<file path="config.mk">
export PLATFORM = sky130hd
export DESIGN_NAME = sdbg_session_ctrl
export DESIGN_NICKNAME = d
export VERILOG_FILES = /design/src/core/sdbg_pkg.sv /design/src/core/sdbg_session_ctrl.sv /design/src/core/sdbg_bit_timer.sv
export VERILOG_INCLUDE_DIRS = /design/src /design/src/core
export SDC_FILE = /design/constraint.sdc
export NUM_CORES = 1
export LEC_CHECK = 0
export ABC_CLOCK_PERIOD_IN_PS = 5700
export BUFFER_PORTS_ARGS = -buffer_cell sky130_fd_sc_hd__buf_4
export CORE_UTILIZATION = 30
export CTS_CLUSTER_SIZE = 30
export DETAILED_ROUTE_END_ITERATION = 8
export PLACE_DENSITY = 0.5
export SLEW_MARGIN = 40
export SYNTH_ARGS = -nofsm -noshare
export SYNTH_HDL_FRONTEND = slang
export SYNTH_SLANG_ARGS = --single-unit
</file>
<file path="constraint.sdc">
create_clock -name SYS_CLK_IN -period 5.7 [get_ports SYS_CLK_IN]
set_input_delay 1.425 -clock SYS_CLK_IN [delete_from_list [all_inputs] [get_ports SYS_CLK_IN]]
set_output_delay 1.425 -clock SYS_CLK_IN [all_outputs]
set_load 0.03 [all_outputs]
</file>
<file path="src/core/sdbg_cfg.svh">
// timing counts, register offsets, fields and codes of the debug session block
`ifndef SDBG_CFG_SVH
`define SDBG_CFG_SVH
// ============================================================
// clock and times
`define SDBG_CLK_MHZ 100
`define SDBG_WAKE_US 10
`define SDBG_WAKE_CYC (`SDBG_WAKE_US * `SDBG_CLK_MHZ)
`define SDBG_EN_TO_US 13500
`define SDBG_EN_TO_CYC (`SDBG_EN_TO_US * `SDBG_CLK_MHZ)
`define SDBG_OE_HOLD_US 8800
`define SDBG_OE_HOLD_CYC (`SDBG_OE_HOLD_US * `SDBG_CLK_MHZ)
`define SDBG_ACC_TO_CYC 1000
`define SDBG_MAX_KBPS 225
`define SDBG_FAST_CYC ((`SDBG_CLK_MHZ * 1000) / `SDBG_MAX_KBPS)
`define SDBG_MIN_BPS 75
`define SDBG_SLOW_CYC ((`SDBG_CLK_MHZ * 1000000) / `SDBG_MIN_BPS)
`define SDBG_SYNC_SHIFT 3
`define SDBG_SYNC_LAST 4'h3
// ============================================================
// register offsets and fields
`define SDBG_REG_CTRL_A 3'h0
`define SDBG_REG_CTRL_B 3'h1
`define SDBG_REG_STAT_A 3'h2
`define SDBG_REG_STAT_B 3'h3
`define SDBG_REG_CLK 3'h4
`define SDBG_REG_PTR_L 3'h5
`define SDBG_REG_PTR_H 3'h6
`define SDBG_CTRLA_PARD 3
`define SDBG_CTRLB_DIS 2
`define SDBG_GT_RST 3'h0
`define SDBG_GT_NONE 3'h7
`define SDBG_CLKSEL_RST 2'h3
`define SDBG_PINCFG_GPIO 2'h0
`define SDBG_PINCFG_DBG 2'h1
// ============================================================
// instruction fields and error signatures
`define SDBG_OP_LDD 3'h0
`define SDBG_OP_LDI 3'h1
`define SDBG_OP_STD 3'h2
`define SDBG_SZ_WORD 2'h1
`define SDBG_PTR_INC 2'h1
`define SDBG_PTR_REG 2'h2
`define SDBG_ACK 8'h40
`define SDBG_SIG_NONE 3'h0
`define SDBG_SIG_PAR 3'h1
`define SDBG_SIG_FRAME 3'h2
`define SDBG_SIG_ACC 3'h3
`define SDBG_SIG_CLK 3'h4
`define SDBG_SIG_START 3'h5
`define SDBG_SIG_CONT 3'h6
`endif

</file>
<file path="src/core/sdbg_pkg.sv">
// types shared by the debug session block
package sdbg_pkg;
  typedef enum logic [3:0] {
    S_OFF, S_HVRST, S_WAKE, S_WSYNC, S_SYNC, S_RXW, S_RXB, S_EXEC, S_TXB,
    S_ERR
  } sdbg_state_type;
  typedef enum logic [1:0] {PH_INSTR, PH_ADDR, PH_DATA} sdbg_phase_type;
  typedef struct packed {
    logic valid;
    logic write;
    logic word;
    logic [15:0] addr;
    logic [15:0] wdata;
  } sdbg_bus_req_type;
endpackage

</file>
<file path="src/core/sdbg_session_ctrl.sv">
// session control and instruction handling of the single-pin debug port
`include "sdbg_cfg.svh"

module sdbg_session_ctrl
  import sdbg_pkg::*;
#(
  parameter int unsigned EN_TO_CYC = `SDBG_EN_TO_CYC,
  parameter int unsigned OE_HOLD_CYC = `SDBG_OE_HOLD_CYC,
  parameter int unsigned SLOW_CYC = `SDBG_SLOW_CYC
) (
  input wire logic SYS_CLK_IN,
  input wire logic SYS_RST_IN,
  input wire logic POR_IN,
  input wire logic HV_DETECT_IN,
  input wire logic [1:0] RST_PIN_CFG_IN,
  input wire logic PIN_IN,
  output logic PIN_OUT,
  output logic PIN_OE_N_OUT,
  output logic PIN_DEBUG_MODE_OUT,
  input wire logic GPIO_OE_REQ_IN,
  output logic GPIO_OE_OUT,
  output logic CLK_REQ_OUT,
  output logic [1:0] CLK_SEL_OUT,
  input wire logic [2:0] REG_ADDR_IN,
  input wire logic [7:0] REG_WDATA_IN,
  input wire logic REG_WR_IN,
  input wire logic REG_RD_IN,
  output logic [7:0] REG_RDATA_OUT,
  output sdbg_bus_req_type BUS_REQ_OUT,
  input wire logic [15:0] BUS_RDATA_IN,
  input wire logic BUS_DONE_IN
);
  localparam int CW = 25;
  localparam int OW = $clog2(OE_HOLD_CYC + 1);

  // ============================================================
  // state
  sdbg_state_type st_ff, nxt_st;
  sdbg_phase_type ph_ff, nxt_ph;
  sdbg_bus_req_type bus_ff, nxt_bus;
  logic [CW-1:0] cnt_ff, nxt_cnt, low_cnt_ff, per_ff, nxt_per;
  logic [OW-1:0] oe_cnt_ff;
  logic [3:0] bit_ff, nxt_bit;
  logic [7:0] sh_ff, nxt_sh, instr_ff, nxt_instr, gcnt_ff, nxt_gcnt;
  logic [11:0] tx_ff, nxt_tx;
  logic [15:0] addr_ff, nxt_addr, data_ff, nxt_data, ptr_ff, nxt_ptr;
  logic [2:0] sig_ff, gt_ff, err_code;
  logic [1:0] clk_ff;
  logic first_ff, nxt_first, bi_ff, nxt_bi, ack_ff, nxt_ack;
  logic hv_mode_ff, hv_prev_ff, pin_prev_ff, pard_ff;
  logic err_set, tmr_start, tmr_half, tick, byte_done;
  logic go_exec, go_bus, go_wr, exec_ack, exec_more;
  logic [15:0] exec_addr;

  // ============================================================
  // decode
  wire logic fall = pin_prev_ff & ~PIN_IN;
  wire logic hv_rise = HV_DETECT_IN & ~hv_prev_ff;
  wire logic dbg_pin = hv_mode_ff | (RST_PIN_CFG_IN == `SDBG_PINCFG_DBG);
  wire logic wr_a = REG_WR_IN & (REG_ADDR_IN == `SDBG_REG_CTRL_A);
  wire logic wr_clk = REG_WR_IN & (REG_ADDR_IN == `SDBG_REG_CLK);
  wire logic wr_pl = REG_WR_IN & (REG_ADDR_IN == `SDBG_REG_PTR_L);
  wire logic wr_ph = REG_WR_IN & (REG_ADDR_IN == `SDBG_REG_PTR_H);
  wire logic wr_dis = REG_WR_IN & (REG_ADDR_IN == `SDBG_REG_CTRL_B) &
                      REG_WDATA_IN[`SDBG_CTRLB_DIS];
  wire logic rd_stat = REG_RD_IN & (REG_ADDR_IN == `SDBG_REG_STAT_B);
  wire logic port_rst = SYS_RST_IN | POR_IN | wr_dis | hv_rise;
  wire logic active = ~(st_ff inside {S_OFF, S_HVRST, S_WAKE});
  // valid sync range scales with the selected debug clock
  wire logic [1:0] sh_amt = (clk_ff == 2'h1) ? 2'h2 :
                            (clk_ff == 2'h2) ? 2'h1 : 2'h0;
  wire logic [CW-1:0] fast_lim = CW'(`SDBG_FAST_CYC) >> sh_amt;
  wire logic [CW-1:0] slow_lim = CW'(SLOW_CYC) >> sh_amt;
  wire logic [CW-1:0] meas_per = cnt_ff >> `SDBG_SYNC_SHIFT;
  wire logic sync_last = fall & (bit_ff == `SDBG_SYNC_LAST);
  wire logic sync_ok = (meas_per >= fast_lim) & (meas_per <= slow_lim);
  wire logic sync_bad = (sync_last & ~sync_ok) |
                        (cnt_ff > (slow_lim << `SDBG_SYNC_SHIFT));
  wire logic [CW-1:0] brk_len = (per_ff << 3) + (per_ff << 2);
  wire logic brk = active & ~PIN_IN & (low_cnt_ff == brk_len);
  wire logic par_bad = ~pard_ff & (^{sh_ff, PIN_IN});
  wire logic [2:0] rop = sh_ff[7:5];
  wire logic [1:0] rasz = sh_ff[3:2];
  wire logic [1:0] rdsz = sh_ff[1:0];
  wire logic sizes_ok = ~rasz[1] & ~rdsz[1];
  wire logic asz_w = instr_ff[2];
  wire logic dsz_w = instr_ff[0];
  wire logic [7:0] gt_bits = (gt_ff == `SDBG_GT_NONE) ? 8'h00 :
                             8'h01 << (3'h7 - gt_ff);
  // low byte goes first; a word's high byte is loaded in S_TXB
  wire logic [7:0] tx_byte = ack_ff ? `SDBG_ACK : data_ff[7:0];
  wire logic [15:0] ptr_base = wr_pl ? {ptr_ff[15:8], REG_WDATA_IN} :
                               wr_ph ? {REG_WDATA_IN, ptr_ff[7:0]} : ptr_ff;
  wire logic [2:0] nxt_sig = err_set ? err_code :
                             rd_stat ? `SDBG_SIG_NONE : sig_ff;
  wire logic oe_done = (oe_cnt_ff == OW'(OE_HOLD_CYC));
  // released pin rests high; waking holds it low
  wire logic drive = ~port_rst & ((nxt_st == S_TXB) | (nxt_st == S_WAKE));
  wire logic nxt_pin = ~drive | ((nxt_st == S_TXB) & nxt_tx[0]);
  wire logic [7:0] rd_val =
    (REG_ADDR_IN == `SDBG_REG_CTRL_A) ? {4'h0, pard_ff, gt_ff} :
    (REG_ADDR_IN == `SDBG_REG_STAT_A) ?
      {5'h00, dbg_pin, st_ff == S_ERR, active} :
    (REG_ADDR_IN == `SDBG_REG_STAT_B) ? {5'h00, sig_ff} :
    (REG_ADDR_IN == `SDBG_REG_CLK) ? {6'h00, clk_ff} :
    (REG_ADDR_IN == `SDBG_REG_PTR_L) ? ptr_ff[7:0] :
    (REG_ADDR_IN == `SDBG_REG_PTR_H) ? ptr_ff[15:8] : 8'h00;

  sdbg_bit_timer #(.W(CW)) u_tmr (
    .clk_in(SYS_CLK_IN),
    .rst_in(SYS_RST_IN),
    .restart_in(tmr_start),
    .half_in(tmr_half),
    .period_in(per_ff),
    .tick_out(tick)
  );

  assign BUS_REQ_OUT = bus_ff;

  // ============================================================
  // sequencer
  always_comb begin
    nxt_st = st_ff;
    nxt_ph = ph_ff;
    nxt_bus = bus_ff;
    nxt_cnt = cnt_ff + CW'(1);
    nxt_per = per_ff;
    nxt_first = first_ff;
    nxt_bit = bit_ff;
    nxt_sh = sh_ff;
    nxt_tx = tx_ff;
    nxt_instr = instr_ff;
    nxt_addr = addr_ff;
    nxt_data = data_ff;
    nxt_ptr = ptr_base;
    nxt_gcnt = gcnt_ff;
    nxt_bi = bi_ff;
    nxt_ack = ack_ff;
    err_set = 1'b0;
    err_code = `SDBG_SIG_NONE;
    tmr_start = 1'b0;
    tmr_half = 1'b0;
    byte_done = 1'b0;
    go_exec = 1'b0;
    go_bus = 1'b0;
    go_wr = 1'b0;
    exec_ack = 1'b0;
    exec_more = 1'b0;
    exec_addr = addr_ff;
    unique case (st_ff)
      S_OFF: if (dbg_pin & fall) begin
        nxt_st = S_WAKE;
        nxt_cnt = '0;
      end
      S_HVRST: if (~HV_DETECT_IN & ~PIN_IN) begin
        nxt_st = S_WAKE;
        nxt_cnt = '0;
      end
      S_WAKE: if (cnt_ff == CW'(`SDBG_WAKE_CYC)) begin
        nxt_st = S_WSYNC;
        nxt_cnt = '0;
        nxt_first = 1'b1;
      end
      S_WSYNC: if (fall) begin
        nxt_st = S_SYNC;
        nxt_cnt = '0;
        nxt_bit = 4'h0;
      end else if (first_ff & (cnt_ff == CW'(EN_TO_CYC))) begin
        nxt_st = S_OFF;
      end
      S_SYNC: begin
        if (fall) nxt_bit = bit_ff + 4'h1;
        if (sync_bad) begin
          nxt_st = first_ff ? S_OFF : S_ERR;
          err_set = ~first_ff;
          err_code = `SDBG_SIG_CLK;
        end else if (sync_last) begin
          nxt_per = meas_per;
          nxt_first = 1'b0;
          nxt_ph = PH_INSTR;
          nxt_st = S_RXW;
        end
      end
      S_RXW: if (fall) begin
        nxt_st = S_RXB;
        nxt_bit = 4'h0;
        tmr_start = 1'b1;
        tmr_half = 1'b1;
      end
      S_RXB: if (tick) begin
        nxt_bit = bit_ff + 4'h1;
        if ((bit_ff == 4'h0) & PIN_IN) begin
          err_set = 1'b1;
          err_code = `SDBG_SIG_START;
        end else if ((bit_ff >= 4'h1) & (bit_ff <= 4'h8)) begin
          nxt_sh = {PIN_IN, sh_ff[7:1]};
        end else if ((bit_ff == 4'h9) & par_bad) begin
          err_set = 1'b1;
          err_code = `SDBG_SIG_PAR;
        end else if ((bit_ff >= 4'ha) & ~PIN_IN) begin
          err_set = 1'b1;
          err_code = `SDBG_SIG_FRAME;
        end else if (bit_ff == 4'hb) begin
          byte_done = 1'b1;
        end
      end
      S_EXEC: begin
        if (tick & (gcnt_ff != 8'h00)) nxt_gcnt = gcnt_ff - 8'h01;
        if (bus_ff.valid) begin
          if (BUS_DONE_IN) begin
            nxt_bus.valid = 1'b0;
            if (~bus_ff.write) nxt_data = BUS_RDATA_IN;
          end else if (cnt_ff == CW'(`SDBG_ACC_TO_CYC)) begin
            err_set = 1'b1;
            err_code = `SDBG_SIG_ACC;
          end
        end else if (gcnt_ff == 8'h00) begin
          nxt_st = S_TXB;
          nxt_tx = {2'b11, ^tx_byte, tx_byte, 1'b0};
          nxt_bit = 4'h0;
          tmr_start = 1'b1;
        end
      end
      S_TXB: if (tick) begin
        if (PIN_IN != tx_ff[0]) begin
          err_set = 1'b1;
          err_code = `SDBG_SIG_CONT;
        end else if (bit_ff != 4'hb) begin
          nxt_tx = {1'b1, tx_ff[11:1]};
          nxt_bit = bit_ff + 4'h1;
        end else if (bi_ff & ~ack_ff) begin
          nxt_bi = 1'b0;
          nxt_tx = {2'b11, ^data_ff[15:8], data_ff[15:8], 1'b0};
          nxt_bit = 4'h0;
        end else if (ack_ff & (ph_ff == PH_ADDR)) begin
          nxt_ack = 1'b0;
          nxt_ph = PH_DATA;
          nxt_bi = 1'b0;
          nxt_st = S_RXW;
        end else begin
          nxt_ack = 1'b0;
          nxt_st = S_WSYNC;
        end
      end
      S_ERR: ;
    endcase
    // handling of each received byte
    if (byte_done) begin
      nxt_st = S_WSYNC;
      unique case (ph_ff)
        PH_INSTR: begin
          nxt_instr = sh_ff;
          nxt_bi = 1'b0;
          if (((rop == `SDBG_OP_LDD) | (rop == `SDBG_OP_STD)) & sizes_ok) begin
            nxt_ph = PH_ADDR;
            nxt_st = S_RXW;
          end else if ((rop == `SDBG_OP_LDI) & ~rdsz[1]) begin
            exec_more = rdsz == `SDBG_SZ_WORD;
            exec_addr = ptr_base;
            if (rasz == `SDBG_PTR_REG) begin
              go_exec = 1'b1;
              nxt_data = ptr_base;
            end else if (~rasz[1]) begin
              go_exec = 1'b1;
              go_bus = 1'b1;
              if (rasz == `SDBG_PTR_INC) begin
                nxt_ptr = ptr_base + (exec_more ? 16'h0002 : 16'h0001);
              end
            end
          end
        end
        PH_ADDR: begin
          nxt_addr = bi_ff ? {sh_ff, addr_ff[7:0]} : {8'h00, sh_ff};
          exec_addr = nxt_addr;
          if (bi_ff == asz_w) begin
            go_exec = 1'b1;
            go_bus = (instr_ff[7:5] == `SDBG_OP_LDD);
            exec_ack = ~go_bus;
            exec_more = go_bus & dsz_w;
          end else begin
            nxt_bi = 1'b1;
            nxt_st = S_RXW;
          end
        end
        PH_DATA: begin
          nxt_data = bi_ff ? {sh_ff, data_ff[7:0]} : {8'h00, sh_ff};
          if (bi_ff == dsz_w) begin
            go_exec = 1'b1;
            go_bus = 1'b1;
            go_wr = 1'b1;
            exec_ack = 1'b1;
          end else begin
            nxt_bi = 1'b1;
            nxt_st = S_RXW;
          end
        end
        default: ;
      endcase
    end
    if (go_exec) begin
      nxt_st = S_EXEC;
      // half bit to the end of the stop bit, then the idle bits
      nxt_gcnt = gt_bits + 8'h01;
      tmr_half = 1'b1;
      nxt_cnt = '0;
      nxt_ack = exec_ack;
      nxt_bi = exec_more;
      nxt_bus.valid = go_bus;
      nxt_bus.write = go_wr;
      nxt_bus.word = go_wr ? dsz_w : exec_more;
      nxt_bus.addr = exec_addr;
      nxt_bus.wdata = nxt_data;
      tmr_start = 1'b1;
    end
    if (err_set) begin
      nxt_st = S_ERR;
      nxt_bus.valid = 1'b0;
    end
    if (brk) begin
      nxt_st = S_WSYNC;
      nxt_first = 1'b0;
      nxt_ack = 1'b0;
      nxt_bus.valid = 1'b0;
    end
  end

  // ============================================================
  // registers
  always_ff @(posedge SYS_CLK_IN) begin
    if (POR_IN) hv_mode_ff <= 1'b0;
    else if (hv_rise) hv_mode_ff <= 1'b1;
  end

  always_ff @(posedge SYS_CLK_IN) begin
    if (port_rst) begin
      st_ff <= (hv_rise & ~SYS_RST_IN & ~POR_IN) ? S_HVRST : S_OFF;
      ph_ff <= PH_INSTR;
      bus_ff <= '0;
      cnt_ff <= '0;
      per_ff <= CW'(SLOW_CYC);
      first_ff <= 1'b0;
      ptr_ff <= 16'h0000;
      ack_ff <= 1'b0;
      sig_ff <= `SDBG_SIG_NONE;
      gt_ff <= `SDBG_GT_RST;
      pard_ff <= 1'b0;
      clk_ff <= `SDBG_CLKSEL_RST;
    end else begin
      st_ff <= nxt_st;
      ph_ff <= nxt_ph;
      bus_ff <= nxt_bus;
      cnt_ff <= nxt_cnt;
      per_ff <= nxt_per;
      first_ff <= nxt_first;
      ptr_ff <= nxt_ptr;
      ack_ff <= nxt_ack;
      sig_ff <= nxt_sig;
      if (wr_a) gt_ff <= REG_WDATA_IN[2:0];
      if (wr_a) pard_ff <= REG_WDATA_IN[`SDBG_CTRLA_PARD];
      if (brk) clk_ff <= `SDBG_CLKSEL_RST;
      else if (wr_clk) clk_ff <= REG_WDATA_IN[1:0];
    end
  end

  always_ff @(posedge SYS_CLK_IN) begin
    bit_ff <= nxt_bit;
    sh_ff <= nxt_sh;
    tx_ff <= nxt_tx;
    instr_ff <= nxt_instr;
    addr_ff <= nxt_addr;
    data_ff <= nxt_data;
    gcnt_ff <= nxt_gcnt;
    bi_ff <= nxt_bi;
  end

  always_ff @(posedge SYS_CLK_IN) begin
    if (SYS_RST_IN) begin
      hv_prev_ff <= 1'b0;
      pin_prev_ff <= 1'b1;
      low_cnt_ff <= '0;
      oe_cnt_ff <= '0;
      PIN_OUT <= 1'b1;
      PIN_OE_N_OUT <= 1'b1;
      PIN_DEBUG_MODE_OUT <= 1'b0;
      GPIO_OE_OUT <= 1'b0;
      CLK_REQ_OUT <= 1'b0;
      CLK_SEL_OUT <= `SDBG_CLKSEL_RST;
      REG_RDATA_OUT <= 8'h00;
    end else begin
      hv_prev_ff <= HV_DETECT_IN;
      pin_prev_ff <= PIN_IN;
      low_cnt_ff <= (active & ~PIN_IN) ? low_cnt_ff + CW'(1) : '0;
      if (~oe_done) oe_cnt_ff <= oe_cnt_ff + OW'(1);
      PIN_OUT <= nxt_pin;
      PIN_OE_N_OUT <= ~drive;
      PIN_DEBUG_MODE_OUT <= dbg_pin;
      GPIO_OE_OUT <= GPIO_OE_REQ_IN & oe_done & ~hv_mode_ff &
                     (RST_PIN_CFG_IN == `SDBG_PINCFG_GPIO);
      CLK_REQ_OUT <= ~port_rst & ~(nxt_st inside {S_OFF, S_HVRST});
      CLK_SEL_OUT <= clk_ff;
      REG_RDATA_OUT <= REG_RD_IN ? rd_val : 8'h00;
    end
  end
endmodule

</file>
<file path="src/core/sdbg_bit_timer.sv">
// bit period timer giving mid-bit or end-of-bit ticks
module sdbg_bit_timer #(
  parameter int W = 25
) (
  input wire logic clk_in,
  input wire logic rst_in,
  input wire logic restart_in,
  input wire logic half_in,
  input wire logic [W-1:0] period_in,
  output logic tick_out
);
  localparam logic [W-1:0] ONE = {{(W-1){1'b0}}, 1'b1};
  logic [W-1:0] cnt_ff;
  wire logic [W-1:0] load_val = half_in ? (period_in >> 1) : period_in;
  wire logic expire = (cnt_ff <= ONE);
  wire logic [W-1:0] nxt_cnt = restart_in ? load_val :
                               expire ? period_in : cnt_ff - ONE;
  wire logic nxt_tick = ~restart_in & expire;

  always_ff @(posedge clk_in) begin
    if (rst_in) begin
      cnt_ff <= '0;
      tick_out <= 1'b0;
    end else begin
      cnt_ff <= nxt_cnt;
      tick_out <= nxt_tick;
    end
  end
endmodule

</file>
==> results of run 1 <==
worst max-delay path, delay by kind of cell (launching register included):
kind                     cells  cell delay (ns)
adder cells (fa/ha/maj)      2             0.78
AO/OA/AOI/OAI                3             0.43
buffers and inverters        2             0.43
flip-flops                   1             0.36
AND/OR/NAND/NOR              6             2.36
synthesized netlist by cell type (all sizes together), types with 39 or more instances:
library cell	n	area [um2]
a21oi	127	636
ha	67	838
nand3	69	345
nor3	50	255
edfxtp	52	1560
nor2	189	709
nand2	213	800
clkbuf	73	274
xnor2	95	832
dfxtp	222	4440
mux2i	39	390
inv	60	225
xor2	59	517
o21ai	92	460
registers in the layout (all words and copies together), names as in the netlist, 12 cells and up:
name / count
BUS_REQ_OUT: 35
cnt_ff: 25
low_cnt_ff: 25
u_tmr.cnt_ff: 25
per_ff: 22
oe_cnt_ff: 20
addr_ff: 16
data_ff: 16
ptr_ff: 16
tx_ff: 12
final cells by class:
cell class / count / area share, %
repair buffers: 99 / 4.02
well taps: 688 / 4.66
inverters: 60 / 1.22
multi-input cells: 1474 / 51.1
clock inverters: 11 / 1.08
clock buffers: 49 / 5.36
flip-flops and latches: 274 / 32.5
through the flow:
step	instances	setup slack [ns]	util, %	total power (W)	cell area [um2]
4_1_cts	2655	1.24	35.0	0.00496	18500
5_1_grt	2655	0.952	35.1	0.00510	18500
2_1_floorplan	1905	1.74	-	0.00251	16000
3_5_place_dp	2595	0.975	32.8	0.00263	17300
6_report	2655	1.26	35.1	0.00491	18500
3_3_place_gp	2595	1.15	32.8	0.00263	17300
routing by layer:
metal	GRT usage [%]	part of all wire [%]
met3	2.59	5.4
met1	25.2	49
met2	26.3	43
met4	5.70	2.5
met5	0	0.021
report_power, final:
group / total [W] / internal [W] / switching (W)
Combinational: 0.000520 / 0.000236 / 0.000285
Clock: 0.00231 / 0.00144 / 0.000876
Sequential: 0.00207 / 0.00202 / 0.0000507
layout by cell type (no fill, tap or decap), types with 59 or more instances in the layout:
cell type,synthesis,layout
buf_4,0,99
xor2_1,59,59
a21oi_1,127,127
inv_1,60,60
xnor2_1,95,95
o21ai_0,79,79
dfxtp_1,222,222
ha_1,67,66
nand2_1,213,210
nand3_1,69,69
nor2_1,189,186
logic make-up (layout without fill, tap and decap cells):
| group | count (synthesis) | in the layout |
|---|---|---|
| compound gates | 420 | 420 |
| flops | 274 | 274 |
| mux | 52 | 52 |
| simple gates | 779 | 779 |
| xor+xnor | 154 | 154 |
| buf+inv | 157 | 219 |
| fa+ha+maj | 69 | 69 |
worst paths after layout:
path                 start       endpoint  cells after the start  slack, ns
max              clk_ff[0]       st_ff[0]                     13       1.26
min          low_cnt_ff[0]  low_cnt_ff[0]                      1       0.47
max reg2reg      clk_ff[0]       st_ff[0]                     13       1.26
min reg2reg  low_cnt_ff[0]  low_cnt_ff[0]                      1       0.47
==> flow_metrics.py, run 1 <==
metrics = {
    "sta": {
        "setup_viol": 0,
        "fin_crit_ns": 4.44,
        "fin_skew_ns": 0.0215,
        "hold_viol": 0,
        "post-route-period-util_pct": 77.9,
        "relSlewSlack_pct": 41.9,
        "fmax_mhz": 225,
        "fin_setup_tns_ns": 0,
        "tightest_slew_ns": 0.865,
        "hold_ws_ns": 0.471,
        "rsz0062_at_grt": "no",
        "maxSlewViolCount": 0,
    },
    "drt": {
        "drt_iter0_markers": 1100,
        "remaining_drc_errors": 0,
        "post_drt_wl_per_cell_um": 18.1,
        "ant_nets": 0,
        "viasPerCell": 5.30,
        "drt-total-wl_um": 48100,
        "firstDrtPassIters": 8,
        "dr_total_vias": 14100,
    },
    "placed_design": {
        "globalplace.congestion": 0.904,
        "numPortBuffers": 87,
        "dp.final_hpwl_um": 35800,
    },
    "global_routing": {
        "grt_overflow": 0,
        "grt_pass1_vias": 13300,
        "grt_pass1_wl_um": 75000,
        "grt_usage_pct": 17.5,
        "grt_antenna_before_repair": 1,
        "grt_max_degree": 57,
    },
    "setup_path": {
        "worstPathRequired_ns": 6.17,
        "cp.arrival_ns": 4.91,
        "cpMaxStageDelayCell": "and2_1",
        "cp_max_fo": 23,
        "critPathKind": "reg -> reg",
        "setup.worst_path.end_class": "flop",
        "startpoint_type": "flop",
        "critPathMaxStageDelay_ns": 0.73,
        "cp_cell_sequence": "inv_1, ha_1, inv_1, ha_1, and3b_1, nand4_1, or4_1, o22ai_1, a21oi_1, nor4_2, and2_1, nor3_1, o2bb2ai_1",
    },
    "synthesis": {
        "synth_flop_cell": "dfxtp_1",
        "ys_ff_latch": 274,
        "synthAdderAreaFrac_pct": 5.48,
        "synth.avg_cell_area_um2": 8.42,
        "synth_area_mm2": 0.0160,
        "yosysUniqueCellTypes": 87,
        "synth_top_family_by_area": "simple AND/OR/NAND/NOR gates",
        "synthArstFlopShare_pct": 0,
        "synth_compound_area_share_pct": 17.1,
        "ys_warn_count": 0,
        "syn_nets": 2012,
        "synthXorXnorAreaFrac_pct": 8.41,
        "synth_seq_area_share_pct": 37.4,
        "netlist_instances": 1905,
        "yosys.area_share.simple_pct": 24.3,
        "synth_edf_count": 52,
        "synth_mux_area_share_pct": 3.39,
    },
    "flow_run": {
        "cap_violations": 0,
    },
    "layout": {
        "drive_gt1_share_pct": 9.81,
        "area_growth_pct": 15.2,
        "n_fill_cell": 5476,
        "ff_latch_area_mm2": 0.00601,
        "diodes": 0,
        "multi_input_area_mm2": 0.00945,
        "final_nets": 2050,
    },
    "clocking": {
        "clockBufferDepth": 3,
        "clk_latency_ns": 0.55,
        "postCtsSetupBuffers": 0,
        "cts_tree": "done",
        "clock-sinks": 274,
        "cts_resized": 0,
        "cts_buffers": 34,
        "postCtsHoldBufs": 0,
        "cts_root_buffer": "clkbuf_16",
        "clk_pin_slew_ns": 0.06,
        "cts_max_level": 2,
    },
    "floorplan": {
        "num_rows": 84,
        "core_area_mm2": 0.0527,
        "initial_core_util_pct": 30.5,
        "die_y_um": 233,
        "die-area_mm2": 0.0544,
        "die_x_um": 233,
        "io_pins": 88,
    },
    "power_and_ir_drop": {
        "power.density_mw_per_mm2": 266,
        "peakVddDrop_v": 0.000216,
        "power_leakage_nw": 7.05,
    },
    "outcome": {
        "outcome": "complete, no violations",
    },
    "min_path": {
        "min_path_type": "reg -> reg",
    },
}
No activity file was read; power rests on OpenSTA's default activity.
==> run 2: changes to the inputs <==
- ABC_CLOCK_PERIOD_IN_PS: 5700 -> 3600
- PLACE_DENSITY: 0.5 -> 0.52
- clock period: 5.7 -> 3.6 ns (I/O delays scaled with it)
==> flow_metrics.py, run 2 (same netlist as run 1, synthesis figures left out) <==
metrics = {
    "setup_path": {
        "cpMaxStageDelayCell": "or4_4",
        "cp.arrival_ns": 3.86,
        "critPathMaxStageDelay_ns": 0.58,
        "crit_family": "simple AND/OR/NAND/NOR gates",
        "cp_max_fo": 4,
        "setup.worst_path.end_class": "flop",
        "critPathKind": "reg -> reg",
        "cp_cell_sequence": "inv_1, ha_1, buf_4, ha_1, and2_1, nand4_1, or4_4, o22ai_2, a21oi_2, nor4_2, buf_4, nor4_1, o32a_1, a31oi_1",
        "worstPathRequired_ns": 4.06,
        "cp.buffers_inverters": 3,
        "startpoint_type": "flop",
    },
    "drt": {
        "ant_nets": 0,
        "drt_iter0_markers": 1049,
        "firstDrtPassIters": 6,
        "dr_total_vias": 14400,
        "viasPerCell": 5.28,
        "drt-total-wl_um": 49500,
        "post_drt_wl_per_cell_um": 18.1,
        "remaining_drc_errors": 0,
    },
    "floorplan": {
        "die_y_um": 233,
        "die-area_mm2": 0.0544,
        "num_rows": 84,
        "io_pins": 88,
        "core_area_mm2": 0.0527,
        "die_x_um": 233,
        "initial_core_util_pct": 30.5,
    },
    "layout": {
        "layout_commonest_cell": "dfxtp_1",
        "n_fill_cell": 5366,
        "final_nets": 2122,
        "drive_gt1_share_pct": 12.9,
        "postLayoutCoreUtil_pct": 36.0,
        "area_growth_pct": 18.3,
        "stdcell_count": 2729,
        "largest_register_ffs": 35,
        "layout_common_cells": "dfxtp_1 (221), nand2_1 (213), nor2_1 (186), buf_4 (170), a21oi_1 (124)",
        "design_area_mm2": 0.0190,
    },
    "sta": {
        "fin_crit_ns": 3.39,
        "fin_setup_tns_ns": 0,
        "tightest_slew_ns": 0.867,
        "maxSlewViolCount": 0,
        "fmax_mhz": 295,
        "hold_viol": 0,
        "relSlewSlack_pct": 42.0,
        "post-route-period-util_pct": 94.2,
        "setup_viol": 0,
        "fin_skew_ns": 0.0149,
    },
    "global_routing": {
        "grt_max_degree": 54,
        "grt_usage_pct": 18.1,
        "grt_overflow": 0,
        "grt_antenna_before_repair": 2,
        "grt_pass1_wl_um": 78000,
        "grt_pass1_vias": 13700,
    },
    "clocking": {
        "postCtsHoldBufs": 0,
        "cts_buffers": 34,
        "clk_pin_slew_ns": 0.06,
        "clk_latency_ns": 0.54,
        "clock-sinks": 274,
        "cts_max_level": 2,
        "cts_root_buffer": "clkbuf_16",
        "cts_tree": "done",
        "clockBufferDepth": 3,
    },
    "power_and_ir_drop": {
        "peakVddDrop_v": 0.000318,
        "power.density_mw_per_mm2": 398,
        "power_leakage_nw": 7.37,
        "p_total_w": 0.00755,
    },
    "outcome": {
        "outcome": "complete, no violations",
    },
    "placed_design": {
        "place_area_mm2": 0.0178,
        "dp.final_hpwl_um": 37200,
        "numPortBuffers": 87,
        "place_inst": 2666,
        "globalplace.congestion": 0.945,
    },
    "flow_run": {
        "cap_violations": 0,
    },
    "min_path": {
        "min_path_type": "reg -> reg",
    },
}
[run 2: cell count changes in the layout (fill, tap and decap cells not counted), sizes merged]
cell	previous run	this run
buf	99	171
clkbuf	49	58
bufinv	5	0
inv	63	61
clkinv	3	2
diode	0	1
[run 2: final timing paths]
kind | endpoint | slack [ns] | start | cells after the start
max | CLK_REQ_OUT | 0.21 | clk_ff[0] | 14
min | low_cnt_ff[0] | 0.47 | low_cnt_ff[0] | 1
max reg2reg | CLK_REQ_OUT | 0.21 | clk_ff[0] | 14
min reg2reg | low_cnt_ff[0] | 0.47 | low_cnt_ff[0] | 1
[run 2: layer usage]
metal  vias to the layer above  routed length, um  GRT usage, %
met2                       372              21700          27.5
li1                       7090                  -             -
met1                      6865              23500          25.3
met5                         -                 27             0
met3                        77               2950          3.82
met4                         4               1320          6.05
[run 2: per-stage QoR]
stage | hold slack [ns] | worst slack [ns]
floorplan | 0.421 | 0.162
global placement | 0.446 | 0.130
detailed placement | 0.456 | 0.0415
CTS | 0.477 | 0.0154
global route | 0.509 | -0.000632
finish | 0.468 | 0.207
[run 2: cell type report]
cell class              count  area (um2)  area share, %
clock buffers              58        1100           5.78
multi-input cells        1474        9460           49.9
repair buffers            171        1300           6.83
flip-flops and latches    274        6010           31.7
clock inverters             3        16.3         0.0857
well taps                 688         861           4.54
diodes                      1        2.50         0.0132
inverters                  60         225           1.19
[run 2: worst reg2reg max path: stages (launching register included)]
cell and delay, ns:
dfxtp_1 0.33, inv_1 0.07, ha_1 0.31, buf_4 0.15, ha_1 0.31, and2_1 0.17, nand4_1 0.16, or4_4 0.58
o22ai_2 0.13, a21oi_2 0.09, nor4_2 0.25, buf_4 0.16, nor4_1 0.05, o32a_1 0.44, a31oi_1 0.15
[run 2: power breakdown]
part,total [W],leakage (nW),internal [W],switching [W]
Combinational,0.000843,4.51,0.000381,0.000462
Clock,0.00343,0.545,0.00207,0.00136
Sequential,0.00328,2.31,0.00320,0.0000794
[run 2: repair_timing]
item	CTS	global route
setup buffers	0	1
resized for setup	0	10
endpoints found under the setup margin	0	33
